`src/ape_pkg.sv`:
```
// Package for the analog power enable register bank
package ape_pkg;

  // Register indices; the byte address is four times the index
  localparam logic [31:0] APE_DAC_AMP_IDX = 32'h0000_0011;
  localparam logic [31:0] APE_FILT_REF_IDX = 32'h0000_0012;
  localparam logic [31:0] APE_DAC_AMP_ADDR = APE_DAC_AMP_IDX << 2;
  localparam logic [31:0] APE_FILT_REF_ADDR = APE_FILT_REF_IDX << 2;

  // Values after reset
  localparam logic [7:0] APE_DAC_AMP_RST = 8'h00;
  localparam logic [7:0] APE_FILT_REF_RST = 8'h00;

  // Implemented bits; the others are fixed at zero
  localparam logic [7:0] APE_DAC_AMP_MASK = 8'hf7;
  localparam logic [7:0] APE_FILT_REF_MASK = 8'h1f;

  // Field positions, first register
  localparam int unsigned APE_CONV4_POS = 7;
  localparam int unsigned APE_CONV3_POS = 6;
  localparam int unsigned APE_CONV2_POS = 5;
  localparam int unsigned APE_CONV1_POS = 4;
  localparam int unsigned APE_AMP3_POS = 2;
  localparam int unsigned APE_AMP2_POS = 1;
  localparam int unsigned APE_AMP1_POS = 0;

  // Field positions, second register
  localparam int unsigned APE_GAIN_POS = 4;
  localparam int unsigned APE_LPF_POS = 3;
  localparam int unsigned APE_HPF_POS = 2;
  localparam int unsigned APE_REG_POS = 1;
  localparam int unsigned APE_TEMP_POS = 0;

  // AHB transfer type
  localparam logic [1:0] APE_HTRANS_NONSEQ = 2'h2;
  localparam logic [1:0] APE_HTRANS_SEQ = 2'h3;

  // Register selected by the address phase
  typedef enum logic [1:0] {
    APE_SEL_NONE = 2'b00,
    APE_SEL_DAC_AMP = 2'b01,
    APE_SEL_FILT_REF = 2'b10
  } ape_sel_t;

  // Captured address phase
  typedef struct packed {
    logic wr;
    logic rd;
    ape_sel_t sel;
  } ape_aphase_t;

  // Enable lines to the analog functions
  typedef struct packed {
    logic conv4_run;
    logic conv3_run;
    logic conv2_run;
    logic conv1_run;
    logic amplifier3_run;
    logic amplifier2_run;
    logic amplifier1_run;
    logic gain_stage_run;
    logic lowpass_run;
    logic highpass_run;
    logic regulator_ref_run;
    logic thermal_sensor_run;
  } ape_run_t;

endpackage

```
`src/ape_regs.sv`:
```
// AHB-Lite register bank driving the analog power enable lines
`timescale 1ns/1ns
// How it works
// - First register bits 7..4 enable converter channels 4..1; zero stops them.
// - First register bits 2..0 enable amplifier channels 3..1; zero stops them.
// - Second register bit 4 runs the gain adjustment amplifier.
// - Second register bit 3 runs the low-pass filter.
// - Second register bit 2 runs the high-pass filter.
// - Second register bit 1 runs regulator and reference generator together.
// - Second register bit 0 runs the temperature sensor.
module ape_regs
(
  // Clock and reset
  input wire logic hclk,
  input wire logic hresetn,
  // AHB-Lite slave
  input wire logic hsel,
  input wire logic [31:0] haddr,
  input wire logic [1:0] htrans,
  input wire logic hwrite,
  input wire logic [2:0] hsize,
  input wire logic [31:0] hwdata,
  input wire logic hready,
  output logic hreadyout,
  output logic hresp,
  output logic [31:0] hrdata,
  // Enable lines
  output ape_pkg::ape_run_t run
);

  ape_pkg::ape_aphase_t aph_q;
  ape_pkg::ape_aphase_t aph_d;
  logic [7:0] dac_amp_q;
  logic [7:0] filt_ref_q;
  logic [31:0] rdata_q;
  logic [31:0] rdata_d;

  function automatic ape_pkg::ape_sel_t decode(input logic [31:0] addr);
    if (addr == ape_pkg::APE_DAC_AMP_ADDR)
      return ape_pkg::APE_SEL_DAC_AMP;
    else if (addr == ape_pkg::APE_FILT_REF_ADDR)
      return ape_pkg::APE_SEL_FILT_REF;
    else
      return ape_pkg::APE_SEL_NONE;
  endfunction

  // Zero wait states; every access completes OKAY, unmapped ones included
  assign hreadyout = 1'b1;
  assign hresp = 1'b0;
  assign hrdata = rdata_q;

  // Address phase; hsize is not checked since only whole words are used
  always_comb
  begin
    aph_d = '0;
    if (hsel && hready &&
        (htrans == ape_pkg::APE_HTRANS_NONSEQ || htrans == ape_pkg::APE_HTRANS_SEQ))
    begin
      aph_d.wr = hwrite;
      aph_d.rd = !hwrite;
      aph_d.sel = decode(haddr);
    end
  end

  always_ff @(posedge hclk or negedge hresetn)
  begin
    if (!hresetn)
      aph_q <= '0;
    else if (hready)
      aph_q <= aph_d;
  end

  // Read data is latched in the address phase so it comes from a flop
  always_comb
  begin
    rdata_d = 32'h0000_0000;
    if (hsel && hready && !hwrite && htrans[1])
    begin
      case (decode(haddr))
        ape_pkg::APE_SEL_DAC_AMP: rdata_d = {24'h00_0000, dac_amp_q};
        ape_pkg::APE_SEL_FILT_REF: rdata_d = {24'h00_0000, filt_ref_q};
        default: rdata_d = 32'h0000_0000;
      endcase
    end
  end

  always_ff @(posedge hclk or negedge hresetn)
  begin
    if (!hresetn)
      rdata_q <= 32'h0000_0000;
    else
      rdata_q <= rdata_d;
  end

  // Writes land at the end of the data phase; fixed bits stay zero
  always_ff @(posedge hclk or negedge hresetn)
  begin
    if (!hresetn)
      dac_amp_q <= ape_pkg::APE_DAC_AMP_RST;
    else if (aph_q.wr && aph_q.sel == ape_pkg::APE_SEL_DAC_AMP)
      dac_amp_q <= hwdata[7:0] & ape_pkg::APE_DAC_AMP_MASK;
  end

  always_ff @(posedge hclk or negedge hresetn)
  begin
    if (!hresetn)
      filt_ref_q <= ape_pkg::APE_FILT_REF_RST;
    else if (aph_q.wr && aph_q.sel == ape_pkg::APE_SEL_FILT_REF)
      filt_ref_q <= hwdata[7:0] & ape_pkg::APE_FILT_REF_MASK;
  end

  // Enable lines straight from the register flops, glitch free
  assign run.conv4_run = dac_amp_q[ape_pkg::APE_CONV4_POS];
  assign run.conv3_run = dac_amp_q[ape_pkg::APE_CONV3_POS];
  assign run.conv2_run = dac_amp_q[ape_pkg::APE_CONV2_POS];
  assign run.conv1_run = dac_amp_q[ape_pkg::APE_CONV1_POS];
  assign run.amplifier3_run = dac_amp_q[ape_pkg::APE_AMP3_POS];
  assign run.amplifier2_run = dac_amp_q[ape_pkg::APE_AMP2_POS];
  assign run.amplifier1_run = dac_amp_q[ape_pkg::APE_AMP1_POS];
  assign run.gain_stage_run = filt_ref_q[ape_pkg::APE_GAIN_POS];
  assign run.lowpass_run = filt_ref_q[ape_pkg::APE_LPF_POS];
  assign run.highpass_run = filt_ref_q[ape_pkg::APE_HPF_POS];
  // One line feeds both the regulator and the reference generator
  assign run.regulator_ref_run = filt_ref_q[ape_pkg::APE_REG_POS];
  assign run.thermal_sensor_run = filt_ref_q[ape_pkg::APE_TEMP_POS];

  chk_conv_enables: assert property (
    @(posedge hclk) disable iff (!hresetn)
    (aph_q.wr && aph_q.sel == ape_pkg::APE_SEL_DAC_AMP)
      |=> ({run.conv4_run, run.conv3_run, run.conv2_run, run.conv1_run}
           == $past(hwdata[7:4])))
    else $error("Converter enables do not follow the written bits");

  chk_amp_enables: assert property (
    @(posedge hclk) disable iff (!hresetn)
    (aph_q.wr && aph_q.sel == ape_pkg::APE_SEL_DAC_AMP)
      |=> ({run.amplifier3_run, run.amplifier2_run, run.amplifier1_run}
           == $past(hwdata[2:0])))
    else $error("Amplifier enables do not follow the written bits");

  chk_gain_enable: assert property (
    @(posedge hclk) disable iff (!hresetn)
    (aph_q.wr && aph_q.sel == ape_pkg::APE_SEL_FILT_REF)
      |=> run.gain_stage_run == $past(hwdata[4]))
    else $error("Gain stage enable does not follow bit 4");

  chk_lowpass_enable: assert property (
    @(posedge hclk) disable iff (!hresetn)
    (aph_q.wr && aph_q.sel == ape_pkg::APE_SEL_FILT_REF)
      |=> run.lowpass_run == $past(hwdata[3]))
    else $error("Low-pass enable does not follow bit 3");

  chk_highpass_enable: assert property (
    @(posedge hclk) disable iff (!hresetn)
    (aph_q.wr && aph_q.sel == ape_pkg::APE_SEL_FILT_REF)
      |=> run.highpass_run == $past(hwdata[2]))
    else $error("High-pass enable does not follow bit 2");

  chk_regulator_hold: assert property (
    @(posedge hclk) disable iff (!hresetn)
    !(aph_q.wr && aph_q.sel == ape_pkg::APE_SEL_FILT_REF)
      |=> $stable(run.regulator_ref_run))
    else $error("Regulator enable changed without a write");

  chk_thermal_enable: assert property (
    @(posedge hclk) disable iff (!hresetn)
    (aph_q.wr && aph_q.sel == ape_pkg::APE_SEL_FILT_REF)
      |=> run.thermal_sensor_run == $past(hwdata[0]))
    else $error("Thermal sensor enable does not follow bit 0");

  chk_regulator_enable: assert property (
    @(posedge hclk) disable iff (!hresetn)
    (aph_q.wr && aph_q.sel == ape_pkg::APE_SEL_FILT_REF)
      |=> run.regulator_ref_run == $past(hwdata[1]))
    else $error("Regulator enable does not follow bit 1");

  // Readback is the register as it stood when the read address phase was taken,
  // so a read right behind a write to the same register returns the old value
  chk_readback_conv: assert property (
    @(posedge hclk) disable iff (!hresetn)
    (aph_q.rd && aph_q.sel == ape_pkg::APE_SEL_DAC_AMP)
      |-> hrdata[7:4] == $past({run.conv4_run, run.conv3_run, run.conv2_run,
                                run.conv1_run}))
    else $error("Readback of bits 7..4 differs from the converter enables");

  chk_readback_amp: assert property (
    @(posedge hclk) disable iff (!hresetn)
    (aph_q.rd && aph_q.sel == ape_pkg::APE_SEL_DAC_AMP)
      |-> hrdata[2:0] == $past({run.amplifier3_run, run.amplifier2_run, run.amplifier1_run}))
    else $error("Readback of bits 2..0 differs from the amplifier enables");

  chk_readback_filt: assert property (
    @(posedge hclk) disable iff (!hresetn)
    (aph_q.rd && aph_q.sel == ape_pkg::APE_SEL_FILT_REF)
      |-> hrdata[4:0] == $past({run.gain_stage_run, run.lowpass_run, run.highpass_run,
                                run.regulator_ref_run, run.thermal_sensor_run}))
    else $error("Readback of the second register differs from its enable lines");

  chk_fixed_zero: assert property (
    @(posedge hclk) disable iff (!hresetn)
    aph_q.rd |-> (hrdata[3] == 1'b0 || aph_q.sel != ape_pkg::APE_SEL_DAC_AMP)
      && (hrdata[7:5] == 3'h0 || aph_q.sel != ape_pkg::APE_SEL_FILT_REF)
      && hrdata[31:8] == 24'h00_0000)
    else $error("A fixed-zero bit read back as one");

  // Enables hold between writes
  chk_conv_hold: assert property (
    @(posedge hclk) disable iff (!hresetn)
    !(aph_q.wr && aph_q.sel == ape_pkg::APE_SEL_DAC_AMP)
      |=> $stable({run.conv4_run, run.conv3_run, run.conv2_run, run.conv1_run}))
    else $error("Converter enables changed without a write");

  chk_amp_hold: assert property (
    @(posedge hclk) disable iff (!hresetn)
    !(aph_q.wr && aph_q.sel == ape_pkg::APE_SEL_DAC_AMP)
      |=> $stable({run.amplifier3_run, run.amplifier2_run, run.amplifier1_run}))
    else $error("Amplifier enables changed without a write");

  chk_gain_hold: assert property (
    @(posedge hclk) disable iff (!hresetn)
    !(aph_q.wr && aph_q.sel == ape_pkg::APE_SEL_FILT_REF)
      |=> $stable(run.gain_stage_run))
    else $error("Gain stage enable changed without a write");

  chk_lowpass_hold: assert property (
    @(posedge hclk) disable iff (!hresetn)
    !(aph_q.wr && aph_q.sel == ape_pkg::APE_SEL_FILT_REF)
      |=> $stable(run.lowpass_run))
    else $error("Low-pass enable changed without a write");

  chk_highpass_hold: assert property (
    @(posedge hclk) disable iff (!hresetn)
    !(aph_q.wr && aph_q.sel == ape_pkg::APE_SEL_FILT_REF)
      |=> $stable(run.highpass_run))
    else $error("High-pass enable changed without a write");

  chk_thermal_hold: assert property (
    @(posedge hclk) disable iff (!hresetn)
    !(aph_q.wr && aph_q.sel == ape_pkg::APE_SEL_FILT_REF)
      |=> $stable(run.thermal_sensor_run))
    else $error("Thermal sensor enable changed without a write");

  chk_unmapped_write: assert property (
    @(posedge hclk) disable iff (!hresetn)
    (aph_q.wr && aph_q.sel == ape_pkg::APE_SEL_NONE)
      |=> $stable(run))
    else $error("A write to an unmapped address changed the enables");

  chk_unmapped_read: assert property (
    @(posedge hclk) disable iff (!hresetn)
    (aph_q.rd && aph_q.sel == ape_pkg::APE_SEL_NONE)
      |-> hrdata == 32'h0000_0000)
    else $error("A read of an unmapped address returned nonzero data");

  chk_idle_rdata: assert property (
    @(posedge hclk) disable iff (!hresetn)
    !aph_q.rd
      |-> hrdata == 32'h0000_0000)
    else $error("Read data nonzero outside a read data phase");

  chk_fixed_zero_regs: assert property (
    @(posedge hclk) disable iff (!hresetn)
    (dac_amp_q & ~ape_pkg::APE_DAC_AMP_MASK) == 8'h00
      && (filt_ref_q & ~ape_pkg::APE_FILT_REF_MASK) == 8'h00)
    else $error("A fixed-zero register bit was set");

  // Watched through reset as well, so no disable clause here
  chk_reset_clears: assert property (
    @(posedge hclk)
    !hresetn
      |=> run == 12'h000 && hrdata == 32'h0000_0000)
    else $error("Enables or read data not cleared by reset");

  // Address phase capture
  chk_wr_capture: assert property (
    @(posedge hclk) disable iff (!hresetn)
    (hsel && hready && htrans[1] && hwrite)
      |=> aph_q.wr && !aph_q.rd)
    else $error("Write address phase not captured");

  chk_rd_capture: assert property (
    @(posedge hclk) disable iff (!hresetn)
    (hsel && hready && htrans[1] && !hwrite)
      |=> aph_q.rd && !aph_q.wr)
    else $error("Read address phase not captured");

  chk_no_transfer: assert property (
    @(posedge hclk) disable iff (!hresetn)
    (hready && !(hsel && htrans[1]))
      |=> !aph_q.wr && !aph_q.rd)
    else $error("Data phase started without a transfer");

  chk_decode_dac: assert property (
    @(posedge hclk) disable iff (!hresetn)
    (hsel && hready && htrans[1] && haddr == ape_pkg::APE_DAC_AMP_ADDR)
      |=> aph_q.sel == ape_pkg::APE_SEL_DAC_AMP)
    else $error("First register address not decoded");

  chk_decode_filt: assert property (
    @(posedge hclk) disable iff (!hresetn)
    (hsel && hready && htrans[1] && haddr == ape_pkg::APE_FILT_REF_ADDR)
      |=> aph_q.sel == ape_pkg::APE_SEL_FILT_REF)
    else $error("Second register address not decoded");

endmodule

```
`config.mk`:
```
export PLATFORM = sky130hd
export DESIGN_NAME = ape_regs
export DESIGN_NICKNAME = d
export VERILOG_FILES = /design/src/ape_pkg.sv /design/src/ape_regs.sv
export SDC_FILE = /design/constraint.sdc
export NUM_CORES = 1
export LEC_CHECK = 0
export ABC_AREA = 1
export BUFFER_PORTS_ARGS = -buffer_cell sky130_fd_sc_hd__buf_4
export CORE_AREA = 8 8 90 60
export DETAILED_ROUTE_END_ITERATION = 16
export DIE_AREA = 0 0 98 68
export GPL_TIMING_DRIVEN = 0
export HOLD_SLACK_MARGIN = 0.02
export PLACE_DENSITY = 0.71
export RECOVER_POWER = 50
export SETUP_SLACK_MARGIN = 0.05
export SLEW_MARGIN = 40
export SYNTH_ARGS = -nofsm -noshare
export SYNTH_HDL_FRONTEND = slang
export SYNTH_SLANG_ARGS = --single-unit
```
`constraint.sdc`:
```
create_clock -name hclk -period 1.1 [get_ports hclk]
set_input_delay 0.275 -clock hclk [delete_from_list [all_inputs] [get_ports hclk]]
set_output_delay 0.275 -clock hclk [all_outputs]
set_load 0.02 [all_outputs]
```
Yosys cells after proc, flatten, opt, wreduce, memory -nomap -nowiden
Index checks and enable logic that the tools add are counted.
{ "word_totals": {"ff_bits": 47, "latchBits": 0, "mem_bits_rw": 0, "rom_bits": 0, "inputBits": 74, "memories": 0} }
{ "op_classes": {"n_addsub": 0, "n_mul": 0, "div": 0, "n_lt_le_gt_ge": 0, "n_eq_ne": 8, "shift": 0, "mux": 6, "bitwise": 0, "reduce_logical": 8} }
{ "op_table": {"columns": ["op", "count"], "rows": [
  ["$eq 32x7->1 const B", 2],
  ["$pmux 8 s2", 1],
  ["$eq 2x2->1 const B", 4],
  ["$mux 8", 1],
  ["$logic_and 1x1->1", 6],
  ["$mux 2", 3],
  ["$eq 2x1->1 const B", 2],
  ["$mux 4", 1],
  ["$logic_not 1->1", 1],
  ["$logic_or 1x1->1", 1]
]} }

Longest topological paths before layout
{ "logic_depth": {"ltp_word": 7, "mapped_depth": 7} }

Least setup slack after synthesis
OpenSTA, ideal clock, no wires.
{ "synth_timing": {"path_type": "reg-to-reg", "startpoint": "register aph_q[3] in the netlist's numbering", "endpoint": "register dac_amp_q[5]", "setup_ns": 0.125, "t_arrival_ns": 0.968, "required_time_ns": 0.975, "path_slack_ns": 0.007, "stages_incl_launch_ff": 4, "path_buffers": 1, "period_less_slack_ns": 1.093, "cell_sequence": "dfrtp_1 -> nand3_1 -> buf_2 -> mux2_2"} }
{ "synth_via": {"elab_chain_cells": 1} }
{ "synth_lines": {"columns": ["item", "line_no", "source"], "rows": [
  ["start: declaration", "ape_regs.sv:31", "ape_pkg::ape_aphase_t aph_q;"],
  ["start signal: assignment", "ape_regs.sv:70", "aph_q <= aph_d;"],
  ["$logic_and 1x1->1", "ape_regs.sv:100", "else if (aph_q.wr && aph_q.sel == ape_pkg::APE_SEL_DAC_AMP)"],
  ["end signal: assignment", "ape_regs.sv:99", "dac_amp_q <= ape_pkg::APE_DAC_AMP_RST;"],
  ["end signal: assignment", "ape_regs.sv:101", "dac_amp_q <= hwdata[7:0] & ape_pkg::APE_DAC_AMP_MASK;"],
  ["end: declaration", "ape_regs.sv:33", "logic [7:0] dac_amp_q;"]
]} }
No other way between the ends.
A chain may end at the register's enable or synchronous reset.

Worst setup path in the final report
{ "layout_timing": {"startpoint": "input haddr[24]", "endpoint": "register rdata_q[4] (netlist: hrdata[4])"} }
{ "layout_via": {"elab_chain_cells": 7, "word_cells_on_any_way": 9} }
{ "layout_lines": {"columns": ["item", "line_no", "source"], "rows": [
  ["start: declaration", "ape_regs.sv:18", "input wire logic [31:0] haddr,"],
  ["$eq 32x7->1", "ape_regs.sv:41", "else if (addr == ape_pkg::APE_FILT_REF_ADDR)"],
  ["$mux 2", "ape_regs.sv:41", null],
  ["$mux 2 (*)", "ape_regs.sv:39", "if (addr == ape_pkg::APE_DAC_AMP_ADDR)"],
  ["$mux 2 (*)", "ape_regs.sv:77", "if (hsel && hready && !hwrite && htrans[1])"],
  ["$eq 2x2->1 / $eq 2x1->1 (equally long branches)", "ape_regs.sv:79", "case (decode(haddr))"],
  ["$pmux 8 s2 (*)", "ape_regs.sv:79", null],
  ["$mux 8 (*)", "ape_regs.sv:77", null],
  ["net rdata_d[4]", "ape_regs.sv:36", "logic [31:0] rdata_d;"],
  ["end signal: assignment", "ape_regs.sv:92", "rdata_q <= rdata_d;"],
  ["end: declaration", "ape_regs.sv:35", "logic [31:0] rdata_q;"]
]} }
Mark *: on every way through the listed nets, which the timed path passes. The rest lies on a longest branch. The select of a mux whose other input is x is not followed.

==> results.cfg <==
[setup_path]
cp_slowest_cell = buf_4
slowest_delay_ns = 0.20
end_kind = flop
critPathMaxFanout = 5
critPathTopFamily = simple AND/OR/NAND/NOR gates
crit_chain = buf_6 -> nor2_4 -> nand4_1 -> buf_4 -> nor2_4 -> nand3_2 -> a21oi_2
path_buf_inv = 2
crit_arrival_ns = 1.28
startpoint_type = input port
critPathRequiredTime_ns = 1.27
critical_path.most_common_cell = nor2_4
criticalPathCategory = input port to flop

[sta]
worstMarginPinSlew_ns = 0.577
slew_headroom_pct = 61.5
setup_viol = 3
rsz0062_at_grt = yes
fin_skew_ns = 0.00113
post-route-period-util_pct = 101
final_hold_viol_count = 0
fmax_mhz = 899
min_period_ns = 1.11
slew_violations = 0
worst_slack_ns = -0.0126

[logic_synthesis]
postSynthAreaPerCell_um2 = 8.30
synth_fa_ha_area_share_pct = 0
netlist_top_cells_count = inv_1 (27), buf_4 (26), dfrtp_1 (23)
synth_edf_count = 0
synth_largest_area_cell = dfrtp_1
synth_most_common_cell = inv_1
synth_mux_area_share_pct = 3.48
synth_compound_area_share_pct = 6.09
syn_inst = 156
synth_cell_types = 19
synth_top_family_by_area = buffers and inverters
synthFlopType = dfrtp_1
synth-seq-area-share_pct = 44.4
yosys_warnings = 0
synthArstFlopShare_pct = 100
synth_top_cell_area_share_pct = 44.4
synth-seq-cells = 23
mappedNetlistArea_um2 = 1290
synth-xor-area-share_pct = 0
synthSimpleGateAreaFrac_pct = 22.1
yosys-top-cells-area = dfrtp_1 (44%), buf_4 (15%), inv_1 (7.8%)

[status]
violations = setup timing
status = finished with violations

[die]
core_area_um2 = 4210
die_x_um = 98
die_h_um = 68
dieArea_um2 = 6660
ioPinCount = 120
row_count = 19
start_util_pct = 30.8

[power]
seq_power_share_pct = 44.2
power-per-cell-area_nw_per_um2 = 874
vdd_ir_drop_max_uv = 649
power_switching_mw = 0.599
clkPwrFrac_pct = 24.6
internal_power_mw = 1.50
comb_power_share_pct = 31.3
total_power_mw = 2.10
p_leak_nw = 1.26
sw_frac_of_total_pct = 28.6

[global_route]
busiest_layer = met2
globalRouteMet3Util_pct = 3.86
use_met2_pct = 20.6
grt_pass1_wl_um = 5930
overflow = 0
grt_pass1_vias = 1178
use_met1_pct = 13.1
antenna_found_initial = 0
grt_max_degree = 24
track_usage_pct = 11.3

[worst_hold_path]
min_path_type = input port to flop

[place]
dp_hpwl_um = 2980
place_inst = 297
portBuffers = 65
gp_congestion = 0.717
postPlaceCellArea_um2 = 1950
dp_slack_ns = -0.229

[cells_and_area]
drive_above_1_share_pct = 61.0
area_growth_syn_to_layout_pct = 85.3
antenna_cells = 0
finalNetCount = 342
fin_area_um2 = 2400
final_cells = 319

[flow_run]
maxCapViolations = 0

[route]
vias_per_cell = 4.06
first_pass_iters = 5
drt_wl_total_um = 4280
wl_per_cell_um = 13.4
drt_iter0_drc = 80
vias = 1295
route.detailed.drc = 0
ant_nets = 0

[clocking]
clk_root_buffer_cell = clkbuf_8
worstSkewPairLatency_ns = 0.26
cts_sinks = 23
tritoncts = done
htreeDepth = 1
clk_pin_slew_ns = 0.08
numCtsBuffers = 3
cts_buffer_depth = 2
==> worst register-to-register path: cells and delay by family, from the launching register on <==
family | cells | cell delay, ns
buf+inv | 2 | 0.19
mux | 1 | 0.33
simple gates | 1 | 0.09
flops | 1 | 0.39
==> metal layers <==
layer | vias to the layer above | share of wire, %
li1 | 653 | -
met1 | 574 | 39
met2 | 60 | 52
met3 | 8 | 7.6
met4 | 0 | 1.2
met5 | - | 0
==> power groups by stage <==
stage	registers (mW)	clock network, mW	logic, mW
after floorplan	0.985	0	0.223
after global placement	0.942	0	0.490
after detailed placement	0.944	0	0.496
after CTS	0.926	0.526	0.591
after global routing	0.933	0.553	0.701
final	0.926	0.515	0.656
==> cells in the final DEF, fill, tap and decap left out, types with 4 or more instances in the layout <==
cell     instances
a21oi_2          4
dfrtp_1         23
buf_6           31
buf_4           75
inv_2            9
nor2_4           8
nor2_1           4
nand3_2          8
o21ai_0          4
mux2_2           4
nor2_2           4
inv_1           18
conb_1          26
nand2_1         15
nand2_2          7
==> state kept, by name, indices dropped and copies added, names as in the netlist <==
| register | count |
|---|---|
| filt_ref_q | 5 |
| aph_q | 3 |
| hrdata | 8 |
| dac_amp_q | 7 |
==> kinds of logic after synthesis <==
family,Yosys count
and+or+nand+nor,58
DFF,23
muxes,4
buffers and inverters,54
AOI/OAI and AO/OA,15
other,2
==> through the flow <==
stage          hold slack (ns)  setup TNS [ns]  utilization, %
3_3_place_gp             0.179           -1.88            46.3
5_1_grt                  0.243          -0.499            57.0
2_1_floorplan          -0.0206               0               -
4_1_cts                  0.234        -0.00831            53.3
3_5_place_dp             0.182           -1.96            46.3
6_report                 0.244         -0.0194            57.0
==> final timing paths <==
kind,slack [ns],endpoint,depth (start not counted),from
max,-0.01,hrdata[4],7,haddr[24]
min in group asynchronous,0.54,hrdata[3],2,hresetn
max reg2reg,-0.01,dac_amp_q[5],4,aph_q[1]
max in group asynchronous,0.18,filt_ref_q[3],2,hresetn
min,0.24,dac_amp_q[7],2,hwdata[7]
min reg2reg,0.56,dac_amp_q[0],2,dac_amp_q[0]
==> cell type report <==
type,count,area (um^2)
inverter,27,101
multi-input combinational,104,666
timing repair buffer,82,741
fill,384,1810
sequential,23,576
buffer,27,206
tap,52,65.1
clock buffer,4,45.0
==> timing repair <==
action                                  CTS  global route
pin swaps                                 3            26
cloned                                    1             0
hold endpoints to repair                 23             0
endpoints found under the setup margin   25            38
hold buffers                              1             0
gates resized for setup                  30            51
setup buffers                            14             2
(Power assumes the default switching activity.)
